[config.mk]
export PLATFORM = sky130hd
export DESIGN_NAME = pdd_port
export DESIGN_NICKNAME = d
export VERILOG_FILES = /design/src/hdl/pdd_pkg.sv /design/src/hdl/pdd_deb_if.sv /design/src/hdl/pdd_port.sv /design/src/hdl/pdd_debounce.sv
export VERILOG_INCLUDE_DIRS = /design/src /design/src/hdl
export SDC_FILE = /design/constraint.sdc
export NUM_CORES = 1
export LEC_CHECK = 0
export BUFFER_PORTS_ARGS = -buffer_cell sky130_fd_sc_hd__buf_2
export CAP_MARGIN = 10
export CORE_ASPECT_RATIO = 0.6
export CORE_MARGIN = 3
export CORE_UTILIZATION = 40
export CTS_CLUSTER_DIAMETER = 150
export DETAILED_ROUTE_END_ITERATION = 7
export PLACE_DENSITY = 0.6
export SLEW_MARGIN = 20
export SYNTH_ARGS = -nofsm -noshare
export SYNTH_HDL_FRONTEND = slang
export SYNTH_SLANG_ARGS = --single-unit
[constraint.sdc]
create_clock -name I_CLK -period 5.3 [get_ports I_CLK]
set_clock_uncertainty 0.15 [all_clocks]
set_input_delay 1.325 -clock I_CLK [delete_from_list [all_inputs] [get_ports I_CLK]]
set_output_delay 1.325 -clock I_CLK [all_outputs]
set_load 0.01 [all_outputs]
[src/hdl/pdd_cfg.svh]
// Constants for the pin drive, debounce and reset block.
`ifndef PDD_CFG_SVH
`define PDD_CFG_SVH
`define PDD_NPINS 22
`define PDD_NDEB 15
`define PDD_ADDR_FLIP0 8'h70
`define PDD_ADDR_FLIP1 8'h71
`define PDD_ADDR_FLIP2 8'h72
`define PDD_ADDR_DEB0 8'h74
`define PDD_ADDR_DEB1 8'h75
`define PDD_ADDR_DCNT 8'h76
`define PDD_RST_BYTE 8'h00
`define PDD_FLIP2_MASK 8'h3F
`define PDD_CNT_OFF 8'h00
`define PDD_WARM_TICKS 4'h9
`endif

[src/hdl/pdd_pkg.sv]
// Types shared by the pin drive, debounce and reset block.
`include "pdd_cfg.svh"
package pdd_pkg;
  // Debounce time base states, one-hot.
  typedef enum logic [2:0]
  {
    S_OFF = 3'h1,
    S_WARM = 3'h2,
    S_RUN = 3'h4
  } pdd_fsm_t;

  // Whole state of the top module.
  typedef struct packed {
    logic [`PDD_NPINS-1:0] p1;
    logic [`PDD_NPINS-1:0] p2;
    logic [`PDD_NPINS-1:0] p3;
    logic [`PDD_NPINS-1:0] lvl;
    logic [2:0] rn;
    logic [2:0] sup;
    logic rn_ok;
    logic sup_ok;
    logic tb_prev;
    logic [7:0] flip0;
    logic [7:0] flip1;
    logic [7:0] flip2;
    logic [7:0] deb0;
    logic [7:0] deb1;
    logic [7:0] dcnt;
    logic [3:0] warm;
    pdd_fsm_t fsm;
    logic [`PDD_NPINS-1:0] hs;
    logic [`PDD_NPINS-1:0] ls;
    logic [`PDD_NPINS-1:0] pin_lvl;
    logic [7:0] rdata;
    logic rst;
  } pdd_top_st_t;

  // Whole state of the debouncer bank.
  typedef struct packed {
    logic [`PDD_NDEB-1:0][7:0] cnt;
    logic [`PDD_NDEB-1:0] smp;
    logic [`PDD_NDEB-1:0] out;
  } pdd_deb_st_t;
endpackage : pdd_pkg

[src/hdl/pdd_deb_if.sv]
// Carrier between the port logic and the debouncer bank.
`timescale 1ns/10ps
`include "pdd_cfg.svh"
interface pdd_deb_if;
  logic tick;
  logic [7:0] count;
  logic [`PDD_NDEB-1:0] en;
  logic [`PDD_NDEB-1:0] raw;
  logic [`PDD_NDEB-1:0] filt;
  modport ctl (output tick, output count, output en, output raw, input filt);
  modport deb (input tick, input count, input en, input raw, output filt);
endinterface : pdd_deb_if

[src/hdl/pdd_port.sv]
// Port drive selection, switch debounce and reset handling of the expander.
// Operation
// - Push-pull port, flip bit makes pin open-drain.
// - Open-drain port, flip bit makes pin push-pull.
// - Three flip registers, reset zero, top bits absent.
// - Enabled input pins of ports 0, 1 debounced.
// - Output pins bypass debounce entirely.
// - Pin zero of port 0 is time base.
// - No debounce unless time base pin enabled.
// - Shared count register sets qualification time.
// - Count of zero disables all debouncing.
// - Input pin turns both drivers off.
// - Output pin drives low side for zero, high side for one unless open-drain.
// - Held in reset until port supply good.
// - Low reset pin forces all defaults.
// - Pin levels change only with reset high.
// - Debouncer restarts on change, updates when stable.
// - Time base needs nine cycles before operation.
`timescale 1ns/10ps
`include "pdd_cfg.svh"
module pdd_port
(
  input wire logic I_CLK,
  input wire logic I_SRST,
  input wire logic I_RESET_N,
  input wire logic I_PORT_SUPPLY_OK,
  input wire logic I_REG_WR_EN,
  input wire logic I_REG_RD_EN,
  input wire logic [7:0] I_REG_ADDR,
  input wire logic [7:0] I_REG_WDATA,
  output logic [7:0] O_REG_RDATA,
  input wire logic [2:0] I_PORT_DRIVE_TYPE_SELECT,
  input wire logic [`PDD_NPINS-1:0] I_PIN_IS_INPUT,
  input wire logic [`PDD_NPINS-1:0] I_OUTPUT_VALUE,
  input wire logic [`PDD_NPINS-1:0] I_PIN_IN,
  output logic [`PDD_NPINS-1:0] O_PIN_OUT,
  output logic [`PDD_NPINS-1:0] O_PIN_OE,
  output logic [`PDD_NPINS-1:0] O_HIGH_SIDE_DRIVER,
  output logic [`PDD_NPINS-1:0] O_LOW_SIDE_DRIVER,
  output logic [`PDD_NPINS-1:0] O_PIN_LEVEL,
  output logic O_SERIAL_RESET
);
  import pdd_pkg::*;

  pdd_top_st_t st_r;
  pdd_top_st_t st_nxt;
  pdd_deb_if dif ();
  logic dev_rst;
  logic active;
  logic tick;
  logic [`PDD_NPINS-1:0] od;
  logic [`PDD_NPINS-1:0] deb_sel;

  // Per-pin open-drain mask: the port-wide type inverted by each flip bit.
  function automatic logic [`PDD_NPINS-1:0] od_mask
  (
    input logic [2:0] sel,
    input logic [7:0] f0,
    input logic [7:0] f1,
    input logic [7:0] f2
  );
    logic [`PDD_NPINS-1:0] wide;
    wide = {{6{sel[2]}}, {8{sel[1]}}, {8{sel[0]}}};
    od_mask = wide ^ {f2[5:0], f1, f0};
  endfunction : od_mask

  // Settled value of a three-stage sampled level.
  function automatic logic settle(input logic [2:0] s, input logic held);
    settle = (s[1] == s[2]) ? s[2] : held;
  endfunction : settle

  // Internal reset covers the soft reset, the reset pin and the supply.
  // supply gate
  assign dev_rst = I_SRST || !st_r.rn_ok || !st_r.sup_ok;

  assign active = (st_r.dcnt != `PDD_CNT_OFF) && I_PIN_IS_INPUT[0] && st_r.deb0[0];

  assign tick = st_r.lvl[0] && !st_r.tb_prev;

  assign od = od_mask(I_PORT_DRIVE_TYPE_SELECT, st_r.flip0, st_r.flip1, st_r.flip2);

  assign deb_sel = {6'h00, {st_r.deb1, st_r.deb0[7:1]} & I_PIN_IS_INPUT[15:1], 1'b0}
    & {`PDD_NPINS{active}};

  // Debouncer bank hookup; counting only starts after warm-up.
  assign dif.tick = tick && (st_r.fsm == S_RUN);
  assign dif.count = st_r.dcnt;
  assign dif.en = deb_sel[15:1];
  assign dif.raw = st_r.lvl[15:1];

  pdd_debounce u_deb
  (
    .i_clk(I_CLK),
    .i_srst(dev_rst),
    .dif(dif)
  );

  // Next state: sampling, registers, time base and pin drivers.
  always_comb
  begin
    st_nxt = st_r;
    // Pins and reset levels are sampled three times; the first stage
    // feeds only the second, and a change counts once stages two and
    // three agree.
    st_nxt.p1 = I_PIN_IN;
    st_nxt.p2 = st_r.p1;
    st_nxt.p3 = st_r.p2;
    for (int k = 0; k < `PDD_NPINS; k++)
    begin
      st_nxt.lvl[k] = settle({st_r.p3[k], st_r.p2[k], st_r.p1[k]}, st_r.lvl[k]);
    end
    st_nxt.rn = {st_r.rn[1:0], I_RESET_N};
    st_nxt.sup = {st_r.sup[1:0], I_PORT_SUPPLY_OK};
    st_nxt.rn_ok = settle(st_r.rn, st_r.rn_ok);
    st_nxt.sup_ok = settle(st_r.sup, st_r.sup_ok);
    st_nxt.tb_prev = st_r.lvl[0];
    st_nxt.rst = dev_rst;
    if (dev_rst)
    begin
      st_nxt.flip0 = `PDD_RST_BYTE;
      st_nxt.flip1 = `PDD_RST_BYTE;
      st_nxt.flip2 = `PDD_RST_BYTE;
      st_nxt.deb0 = `PDD_RST_BYTE;
      st_nxt.deb1 = `PDD_RST_BYTE;
      st_nxt.dcnt = `PDD_RST_BYTE;
      st_nxt.warm = '0;
      st_nxt.fsm = S_OFF;
      st_nxt.rdata = `PDD_RST_BYTE;
      st_nxt.hs = '0;
      st_nxt.ls = '0;
    end
    else
    begin
      // Register writes; unmapped addresses are ignored.
      if (I_REG_WR_EN)
      begin
        case (I_REG_ADDR)
          `PDD_ADDR_FLIP0: st_nxt.flip0 = I_REG_WDATA;
          `PDD_ADDR_FLIP1: st_nxt.flip1 = I_REG_WDATA;
          `PDD_ADDR_FLIP2: st_nxt.flip2 = I_REG_WDATA & `PDD_FLIP2_MASK;
          `PDD_ADDR_DEB0: st_nxt.deb0 = I_REG_WDATA;
          `PDD_ADDR_DEB1: st_nxt.deb1 = I_REG_WDATA;
          `PDD_ADDR_DCNT: st_nxt.dcnt = I_REG_WDATA;
          default: st_nxt.flip0 = st_r.flip0;
        endcase
      end
      // Reads return the stored byte next cycle, zero when unmapped.
      if (I_REG_RD_EN)
      begin
        case (I_REG_ADDR)
          `PDD_ADDR_FLIP0: st_nxt.rdata = st_r.flip0;
          `PDD_ADDR_FLIP1: st_nxt.rdata = st_r.flip1;
          `PDD_ADDR_FLIP2: st_nxt.rdata = st_r.flip2;
          `PDD_ADDR_DEB0: st_nxt.rdata = st_r.deb0;
          `PDD_ADDR_DEB1: st_nxt.rdata = st_r.deb1;
          `PDD_ADDR_DCNT: st_nxt.rdata = st_r.dcnt;
          default: st_nxt.rdata = `PDD_RST_BYTE;
        endcase
      end
      // Warm-up: the debouncers get ticks only after nine time base edges,
      // so a freshly connected oscillator cannot qualify a switch early.
      case (st_r.fsm)
        S_OFF:
        begin
          st_nxt.warm = '0;
          if (active)
            st_nxt.fsm = S_WARM;
        end
        S_WARM:
        begin
          if (!active)
            st_nxt.fsm = S_OFF;
          else if (tick && st_r.warm == 4'(`PDD_WARM_TICKS - 4'h1))
            st_nxt.fsm = S_RUN;
          else if (tick)
            st_nxt.warm = 4'(st_r.warm + 4'h1);
        end
        S_RUN:
        begin
          if (!active)
            st_nxt.fsm = S_OFF;
        end
        default: st_nxt.fsm = S_OFF;
      endcase
      st_nxt.hs = ~I_PIN_IS_INPUT & ~od & I_OUTPUT_VALUE;
      st_nxt.ls = ~I_PIN_IS_INPUT & ~I_OUTPUT_VALUE;
    end
    if (!dev_rst)
    begin
      st_nxt.pin_lvl = st_r.lvl;
      st_nxt.pin_lvl[15:1] = (deb_sel[15:1] & dif.filt) | (~deb_sel[15:1] & st_r.lvl[15:1]);
    end
  end

  // State register with synchronous reset to constants only.
  always_ff @(posedge I_CLK)
  begin
    if (I_SRST)
    begin
      // Serial reset reads high and the machine sits in a legal state while the
      // soft reset holds, so a host cannot mistake the soft reset for ready.
      st_r <= '0;
      st_r.rst <= 1'b1;
      st_r.fsm <= S_OFF;
    end
    else
      st_r <= st_nxt;
  end

  // Outputs come straight from flip-flops, the pin enable from an OR of two.
  assign O_REG_RDATA = st_r.rdata;
  assign O_HIGH_SIDE_DRIVER = st_r.hs;
  assign O_LOW_SIDE_DRIVER = st_r.ls;
  assign O_PIN_OUT = st_r.hs;
  assign O_PIN_OE = st_r.hs | st_r.ls;
  assign O_PIN_LEVEL = st_r.pin_lvl;
  assign O_SERIAL_RESET = st_r.rst;
endmodule : pdd_port

[src/hdl/pdd_debounce.sv]
// Bank of independent switch debouncers sharing one tick and one count.
`timescale 1ns/10ps
`include "pdd_cfg.svh"
module pdd_debounce
(
  input wire logic i_clk,
  input wire logic i_srst,
  pdd_deb_if.deb dif
);
  import pdd_pkg::*;

  pdd_deb_st_t st_r;
  pdd_deb_st_t st_nxt;
  logic [`PDD_NDEB-1:0] qual;

  // Each enabled channel restarts on a change and updates only once qualified.
  always_comb
  begin
    st_nxt = st_r;
    qual = '0;
    for (int i = 0; i < `PDD_NDEB; i++)
    begin
      qual[i] = (st_r.cnt[i] == dif.count);
      if (!dif.en[i])
      begin
        // A bypassed channel follows its pin so enabling starts clean.
        st_nxt.cnt[i] = `PDD_CNT_OFF;
        st_nxt.smp[i] = dif.raw[i];
        st_nxt.out[i] = dif.raw[i];
      end
      else if (dif.raw[i] != st_r.smp[i])
      begin
        st_nxt.smp[i] = dif.raw[i];
        st_nxt.cnt[i] = `PDD_CNT_OFF;
      end
      else
      begin
        if (dif.tick && !qual[i])
        begin
          st_nxt.cnt[i] = 8'(st_r.cnt[i] + 8'h01);
        end
        if (qual[i])
        begin
          st_nxt.out[i] = st_r.smp[i];
        end
      end
    end
  end

  // State register.
  always_ff @(posedge i_clk)
  begin
    if (i_srst)
      st_r <= '0;
    else
      st_r <= st_nxt;
  end

  assign dif.filt = st_r.out;
endmodule : pdd_debounce

# ---- Word-level counts from Yosys, hierarchy flattened
# Index checks and enable logic that the tools add are counted.
dict set report totals {
  reg_bits 375
  out_inout_bits 119
  wordCells 414
}
dict set report op_classes {
  n_addsub 16
  n_eq_ne 115
  muxes 85
  bitwise_logic 29
  n_reduce_logical 81
}
# operator n
set ops {}
lappend ops {{8-bit by 1-bit adder with 8-bit output (second input constant)} 15}
lappend ops {{8-bit equality test} 15}
lappend ops {{1-bit 2-to-1 mux} 75}
lappend ops {{22-bit AND} 3}
lappend ops {{22-bit inverter} 3}
lappend ops {{2-bit by 1-bit inequality test with 1-bit output (second input constant)} 30}
lappend ops {{8-bit by 7-bit equality test with 1-bit output (second input constant)} 6}
lappend ops {{8-bit one-hot mux with 6 select lines} 1}
lappend ops {{15-bit AND} 3}
lappend ops {{3-bit OR reduction} 15}
lappend ops {{2-bit AND reduction} 21}
lappend ops {{2-bit inequality test (second input constant)} 20}
lappend ops {{1-bit equality test} 24}
lappend ops {{22-bit bitwise OR} 1}
lappend ops {{22-bit XOR} 1}
lappend ops {{1-bit logical AND} 20}
lappend ops {{1-bit logical NOT} 18}
lappend ops {{16-bit AND} 1}
lappend ops {{1-bit inequality test} 15}
lappend ops {{1-bit inverter} 15}
lappend ops {{15-bit inverter} 1}
lappend ops {{15-bit bitwise OR} 1}
lappend ops {{3-bit 2-to-1 mux} 4}
lappend ops {{4-bit 2-to-1 mux} 3}
lappend ops {{14 further kinds} 15}

# ---- Logic depth before layout (Yosys ltp)
# Gate-level depths: netlist of run 1.
dict set report depth {
  ltp_word 7
  mapped_depth 8
  depth_no_buf 7
}

# ---- Modules after synthesis
# Synthesis of run 1 repeated with hierarchy kept, for this count alone.
dict set report unflattened {
  hier_cells 1949
  hier_area_um2 17758.3
}
# mod n_inst cells_per_inst area_per_inst_um2
set by_module_without_submodules {}
lappend by_module_without_submodules {pdd_port 1 933 8911.0}
lappend by_module_without_submodules {pdd_debounce 1 1016 8847.2}

# ---- Worst setup path after synthesis of run 1
# OpenSTA, ideal clock, no wires.
dict set report synth_path {
  kind {input-to-reg}
  from {in I_REG_ADDR[7]}
  to {reg st_r[120] in the netlist's numbering}
  setup_time_ns 0.119
  arrival_time_ns 2.828
  required_ns 5.031
  setup_slack_ns 2.203
  stages 8
  path_cell_list {nand4b_1 > or3b_1 > buf_2 > or3_1 > clkbuf_1 > buf_2 > nand3_1 > o21ai_1}
}
dict set report synth_via {
  elab_chain_len 2
}
# item line_no
set synth_rtl {}
lappend synth_rtl {{from (decl)} pdd_port.sv:29} ;# input wire logic [7:0] I_REG_ADDR,
lappend synth_rtl {{8-bit by 7-bit equality test with 1-bit output} pdd_port.sv:137} ;# case (I_REG_ADDR)
lappend synth_rtl {{2-bit AND reduction (no source line)} -}
lappend synth_rtl {{to (signal assigned)} pdd_port.sv:207} ;# st_r <= st_nxt;
lappend synth_rtl {{to (decl)} pdd_port.sv:45} ;# pdd_top_st_t st_r;
# No other way between the ends.
# A chain may end at the register's enable or synchronous reset.

# ---- Worst setup path after layout of run 1
dict set report layout_path {
  from {in I_SRST}
  to {reg st_r, in the netlist O_REG_RDATA[1]}
}
dict set report layout_via {
  elab_chain_len 3
}
# item line_no
set layout_rtl {}
lappend layout_rtl {{from (decl)} pdd_port.sv:24} ;# input wire logic I_SRST,
lappend layout_rtl {{1-bit logical OR (2 in a row)} pdd_port.sv:74} ;# assign dev_rst = I_SRST || !st_r.rn_ok || !st_r.sup_ok;
lappend layout_rtl {{2-bit OR reduction (no source line) *} -}
# Mark *: on every way between the ends. The rest lies on a longest branch, timed or not.

==> results of run 1 <==
[per-layer routing]
| layer | track usage | vias to the layer above | routed length (µm) |
|---|---|---|---|
| met1 | 0.290 | 6439 | 21700 |
| met5 | 0 | - | 0 |
| met2 | 0.275 | 483 | 18400 |
| met4 | 0.0464 | 0 | 833 |
| li1 | - | 6681 | - |
| met3 | 0.0453 | 64 | 3910 |
[power by group]
part | total (mW) | leakage, nW | internal, mW | switching, mW
sequential | 2.85 | 3.03 | 2.84 | 0.0101
combinational | 0.130 | 3.24 | 0.0522 | 0.0773
clock | 2.41 | 0.535 | 1.33 | 1.08
total | 5.39 | 6.80 | 4.22 | 1.17
[registers in the layout, indices dropped and copies added (netlist names)]
| signal | cells |
|---|---|
| O_LOW_SIDE_DRIVER | 22 |
| dif.raw | 15 |
| dif.count | 8 |
| st_r | 78 |
| st_nxt | 49 |
| u_deb.dif.filt | 15 |
| O_HIGH_SIDE_DRIVER | 22 |
| O_PIN_LEVEL | 22 |
| u_deb.st_r | 135 |
| O_SERIAL_RESET | 1 |
| O_REG_RDATA | 8 |
[worst min-delay path by stage]
stage,from,to,slack (ns),cells after the start
CTS,st_nxt[197]$_SDFF_PP0_,st_nxt[175]$_SDFF_PP0_,0.29,1
finish,st_nxt[193]$_SDFF_PP0_,st_nxt[171]$_SDFF_PP0_,0.29,1
global route,st_r[158]$_SDFFE_PP0N_,O_PIN_LEVEL[19]$_SDFFE_PP0N_,0.31,2
detailed placement,st_nxt[197]$_SDFF_PP0_,st_nxt[175]$_SDFF_PP0_,0.27,1
floorplan,st_r[155]$_SDFFE_PP0N_,O_PIN_LEVEL[16]$_SDFFE_PP0N_,0.26,2
global placement,st_nxt[197]$_SDFF_PP0_,st_nxt[175]$_SDFF_PP0_,0.27,1
[per-stage QoR]
step / total power, mW / setup WS (ns)
after floorplan: 2.97 / 2.20
after global placement: 3.04 / 1.15
after detailed placement: 3.04 / 1.09
after CTS: 5.46 / 1.64
after global routing: 5.58 / 1.36
final: 5.39 / 1.62
[critical path, cell delays in order]
cell and delay [ns]:
buf_4 0.44, nor2_8 0.08, inv_4 0.07, buf_4 0.72, buf_4 0.72, nor2_1 0.24
a22o_1 0.29
[layout make-up]
class	count	area, µm²	area share
clock buffers	47	1000	0.0527
clock inverters	11	72.6	0.00382
inverters	27	104	0.00547
multi-input cells	1320	8410	0.443
flip-flops and latches	375	7510	0.396
well taps	560	701	0.0369
repair buffers	226	1180	0.0620
[cells by family (layout without fill, tap and decap cells)]
group                      count (synthesis)  after routing  share of synthesized area
and+or+nand+nor                          694            694                      0.217
DFF                                      375            375                      0.439
xor gates and xnor gates                 223            223                      0.114
adders and majority gates                 17             17                     0.0124
muxes                                     62             62                     0.0393
AOI/OAI and AO/OA                        324            324                      0.109
buffers and inverters                    205            311                     0.0695
[cells in the final DEF, fill, tap and decap left out, drive strengths merged, types with 35 or more instances in the layout]
master	netlist	routed
o21ai	149	149
clkbuf	47	47
xor2	64	64
dfxtp	375	375
nor2	141	141
a21oi	87	87
or3	35	35
nor2b	75	75
xnor2	159	159
nand4	69	69
nand2	116	116
mux2i	57	57
nand3	63	63
buf	131	226
nor3	67	67
==> summary.md, run 1 <==
| Metric | Value |
|---|---|
| R2R depth | 6 |
| F_max | 271 MHz |
| DRT Pass-1 Iters | 5 |
| Yosys warns | 0 |
| Cells after Synth | 1900 |
| Post-CTS resize count | 0 |
| Gp weighted congestion | 0.848 |
| Type of the worst setup path | primary input to register |
| CTS Sinks | 375 |
| Util after Layout | 0.460 |
| Layout area overhead | 11.0% |
| Worst slew pin tran | 0.983 ns |
| Global route overflow | 0 |
| Top_reg_cell synth | dfxtp_1 |
| Die H | 166 µm |
| Row cnt | 57 |
| Diode count | 0 |
| Drt via density | 5.33 |
| Core area | 41300 µm² |
| Result of the run | finished clean |
| Initial antenna violation count | 1 |
| DRC | 0 |
| Die width | 273 µm |
| WL/cell | 17.5 µm |
| Register bit total from synthesis | 375 |
| Worst Hold Class | register to register |
| Fin crit period | 3.68 ns |
| Worst path required time | 5.57 ns |
| Synth top area share | 0.439 |
| Total wire length | 44800 µm |
| Vias in the first global route | 12700 |
| Cell Area, Synth | 17100 µm² |
| Final Hold Vio Count | 0 |
| Post-CTS setup buffer count | 0 |
| Post-synth top cells | dfxtp_1, xnor2_1, nor2_1, o21ai_0, nand2_1 |
| Final Instance Area | 19000 µm² |
| Seq/Total Area, Yosys | 0.439 |
| CP endpoint kind | register |
| Max-cap violations | 0 |
| Headroom to the max-slew limit | 0.339 |
| Unique masters post-synth | 60 |
| Origin of the critical flop-to-flop path | dif.count[1]$_SDFFE_PP0P_ |
| Final worst-path cycle share | 0.695 |
| Final nets | 2093 |
| CTS max path bufs | 3 |
| Critical Path Sink | O_REG_RDATA[1]$_SDFFE_PP0P_ |
| Clk pin slew, worst setup/hold paths | 0.06 ns |
| Setup Viol. Count Final | 0 |
| Crit Path Max Fanout | 79 |
| Crit. Startpoint | I_SRST |
| Layout cells sized above 1 | 0.165 |
| Count of pins over their slew limit | 0 |
| Peak VDD IR | 0.214 mV |
| Net count after synthesis | 2008 |
| Vias after detailed routing | 13700 |
| CTS root buffer | clkbuf_16 |
| Cell Area, Placed | 17900 µm² |
| Synth area leader | dfxtp_1 |
| Fin Setup TNS | 0 ns |
| Non-Filler Instances | 2566 |
| P_leak | 6.80 nW |
| RSZ-0062 raised after global routing | no |
| Antenna-violating nets left | 0 |
| Arrival time worst endpoint | 3.95 ns |
| Die area | 45300 µm² |
| PwrDens | 284 nW/µm² |
| Share of flip-flops with an asynchronous set or reset | 0 |
| Initial Util | 0.414 |
| First DRT Iteration DRCs | 1125 |
| Reg2Reg Setup Slack | 2.10 ns |
| Avg Cell Area, Syn | 9.00 µm² |
| Number of synthesized flops with an enable pin | 0 |
| First-pass GRT wire length | 70300 µm |
| Hpwl dp | 31100 µm |
| Port bufs | 209 |
| Hold_buf cts | 0 |
| I/O pins | 210 |
| Worst r2r dst | O_PIN_LEVEL[7]$_SDFFE_PP0N_ |
| Top-count cell post-synth | dfxtp_1 |
| Element type at the critical path start | primary input |
| Top post-synthesis cells by area | dfxtp_1, xnor2_1, buf_4, o21ai_0, mux2i_1 |
| Largest net degree at the start of global routing | 80 |
| Clk_lat worst skew | 0.53 ns |
| Global Route Usage Sum | 0.193 |
| Inst Count DP | 2508 |
| TritonCTS buffer count | 35 |
| CTS tree | built |
| Fin Hold WS | 0.285 ns |
| Fillers | 4032 |
| H-tree Lvls | 2 |
Power figures use the tool's default switching activity.
==> run 2, diff against run 1 <==
Settings changed: ABC_AREA from default to 1, PLACE_DENSITY 0.6 to 0.61.
Clock period 5.3 ns to 3 ns, I/O delays scaled along.
==> run 2 against run 1 <==
  * Clock power up 98%
  * Critical path type is now register to register
  * Final cell count up 32%
  * Sequential power up 76%
  * Combinational power up 53%
  * Critical endpoint is now u_deb.st_r[31]$_SDFFE_PP0P_
  * Via count up 20%
  * Register-to-register slack worse by 1.5 ns
  * Routed wire length up 12%
  * Clock-buffer cell count up 4
  * Total power up 85%
==> summary.md, run 2 <==
| Metric | Value |
|---|---|
| Hpwl dp | 36400 µm (+17%) |
| Global Route Usage Sum | 0.201 (+0.00869) |
| Post-CTS setup buffer count | 0 (unchanged) |
| Commonest non-fill, non-tap cell in the layout | nand2_1 |
| Seq/Total Area, Yosys | 0.408 (-0.0316) |
| Synth area leader | dfxtp_1 |
| Antenna-violating nets left | 0 (unchanged) |
| Cell Area, Placed | 19300 µm² (+7.9%) |
| Final worst-path cycle share | 0.810 |
| Element type at the critical path start | register |
| DRC | 0 (unchanged) |
| Pwr Total | 10.0 mW (+85%) |
| Global route overflow | 0 (unchanged) |
| TritonCTS buffer count | 37 (+5.7%) |
| Post-CTS resize count | 0 (unchanged) |
| Largest reg by FF count | u_deb.st_r |
| CTS Sinks | 375 (unchanged) |
| Die H | 172 µm (+3.7%) |
| CP endpoint kind | register |
| RSZ-0062 raised after global routing | no |
| CTS tree | built |
| Drt via density | 4.83 (-9.3%) |
| Worst path required time | 3.27 ns (-2.30 ns) |
| Peak VDD IR | 0.498 mV (+130%) |
| First-pass GRT wire length | 79600 µm (+13%) |
| Arrival time worst endpoint | 2.70 ns (-1.25 ns) |
| I/O pins | 210 (unchanged) |
| H-tree Lvls | 2 (unchanged) |
| Final nets | 2845 (+36%) |
| Hold_buf cts | 0 (unchanged) |
| WL/cell | 14.8 µm (-15%) |
| Clk_lat worst skew | 0.55 ns (+0.02 ns) |
| Largest net degree at the start of global routing | 87 (+8.8%) |
| Layout area overhead | 11.5% |
| Number of synthesized flops with an enable pin | 0 (unchanged) |
| Final Instance Area | 20500 µm² (+8.2%) |
| Layout cells sized above 1 | 0.138 (-0.0270) |
| Net count after synthesis | 2743 (+37%) |
| Worst slew pin tran | 0.740 ns (-0.242 ns) |
| Clk pin slew, worst setup/hold paths | 0.07 ns (about the same) |
| Register bit total from synthesis | 375 (unchanged) |
| Fin Setup TNS | 0 ns (unchanged) |
| Result of the run | finished clean |
| Vias in the first global route | 14700 (+16%) |
| P_leak | 8.90 nW (+31%) |
| Core area | 45100 µm² (+9.3%) |
| Max FFs per register | 135 (unchanged) |
| Die area | 48700 µm² (+7.5%) |
| Total wire length | 50000 µm (+12%) |
| First DRT Iteration DRCs | 1304 (+16%) |
| Top_reg_cell synth | dfxtp_1 |
| Cell Area, Synth | 18400 µm² (+7.7%) |
| Fin crit period | 2.43 ns |
| Cells after Synth | 2635 (+39%) |
| Count of pins over their slew limit | 0 (unchanged) |
| F_max | 412 MHz |
| DRT Pass-1 Iters | 8 (+3) |
| Type of the worst setup path | register to register |
| Post-synth top cells | nand2_1, dfxtp_1, inv_1, nor2_1, o21ai_0 |
| Share of flip-flops with an asynchronous set or reset | 0 (unchanged) |
| Initial antenna violation count | 1 (unchanged) |
| Crit Path Max Fanout | 8 (-90%) |
| Max-cap violations | 0 (unchanged) |
| Worst Hold Class | primary input to register |
| Most frequent cells in the layout | nand2_1, dfxtp_1, inv_1 |
| Die width | 283 µm (+3.7%) |
| Port bufs | 209 (unchanged) |
| Headroom to the max-slew limit | 0.506 (+0.167) |
| Setup Viol. Count Final | 0 (unchanged) |
| Fin Hold WS | 0.226 ns (-0.0596 ns) |
| Gp weighted congestion | 0.919 (+8.4%) |
| Synth top area share | 0.408 (-0.0316) |
| Diode count | 0 (unchanged) |
| Unique masters post-synth | 37 (-38%) |
| Util after Layout | 0.455 (-0.00452) |
| Top-count cell post-synth | nand2_1 |
| Top post-synthesis cells by area | dfxtp_1, nand2_1, inv_1, nor2_1, buf_4 |
| PwrDens | 487 nW/µm² (+71%) |
| CTS max path bufs | 3 (unchanged) |
| Final Hold Vio Count | 0 (unchanged) |
| Avg Cell Area, Syn | 6.99 µm² (-22%) |
| Row cnt | 60 (+5.3%) |
| CTS root buffer | clkbuf_16 |
| Yosys warns | 0 (unchanged) |
| Initial Util | 0.408 (-0.00576) |
| Vias after detailed routing | 16300 (+20%) |
-- run 2: cell count changes in the layout (fill, tap and decap cells not counted), moves of 61 or more --
cell and delta:
a21oi_1 +61, inv_1 +346, nand2_1 +466, nand3_1 +82
nor2_1 +196, nor2b_1 -75, xnor2_1 -74
-- run 2: final cells by class --
type	count	area (µm²)
fillers	4482	24600
repair buffers	234	1270
inverters	400	1500
clock inverters	12	190
well taps	620	776
flip-flops and latches	375	7510
clock buffers	51	1020
multi-input cells	1689	8260
-- run 2: power breakdown --
part | switching, mW | internal (mW)
Sequential | 0.0172 | 5.02
Combinational | 0.128 | 0.0709
Clock | 2.02 | 2.74
Total | 2.17 | 7.83
-- run 2: path summary, 6_finish.rpt --
check / start / endpoint / slack, ns / cells after the start
setup / recovery: dif.count[2]$_SDFFE_PP0P_ / u_deb.st_r[31]$_SDFFE_PP0P_ / 0.57 / 10
hold / removal: I_OUTPUT_VALUE[14] / O_LOW_SIDE_DRIVER[14]$_SDFF_PP0_ / 0.23 / 2
setup reg to reg: dif.count[2]$_SDFFE_PP0P_ / u_deb.st_r[31]$_SDFFE_PP0P_ / 0.57 / 10
hold reg to reg: st_nxt[190]$_SDFF_PP0_ / st_nxt[168]$_SDFF_PP0_ / 0.25 / 2
-- run 2: per-stage QoR --
| step | setup slack, ns | cells |
|---|---|---|
| after floorplan | 0.915 | 2635 |
| after global placement | 0.474 | 3318 |
| after detailed placement | 0.407 | 3318 |
| after CTS | 0.593 | 3381 |
| after global routing | 0.369 | 3381 |
| final | 0.571 | 3381 |
-- run 2: cell families (layout without fill, tap and decap cells) --
kind of cell | count (synthesis) | in the layout | share of synthesized area
AO/OA/AOI/OAI | 352 | 352 | 0.103
buffers and inverters | 571 | 697 | 0.144
flip-flops | 375 | 375 | 0.408
adder cells (fa/ha/maj) | 17 | 17 | 0.0115
AND/OR/NAND/NOR | 1205 | 1205 | 0.280
XOR/XNOR | 115 | 115 | 0.0547
-- run 2: metal layers --
metal / track usage / vias to the layer above / share of wire
li1: - / 8338 / -
met1: 0.298 / 7472 / 0.50
met2: 0.306 / 476 / 0.42
met3: 0.0373 / 48 / 0.075
met4: 0.0388 / 0 / 0.013
met5: 0 / - / 0
-- run 2: worst max-delay path, cell delays in order, from the launching register on --
cell and delay (ns):
dfxtp_1 0.74, buf_4 0.34, nand2_1 0.08, nand2_1 0.07, nand2_1 0.04, nor2_1 0.28
nand2_1 0.18, nand2_2 0.16, inv_1 0.11, nor2_1 0.10, nor3_1 0.05
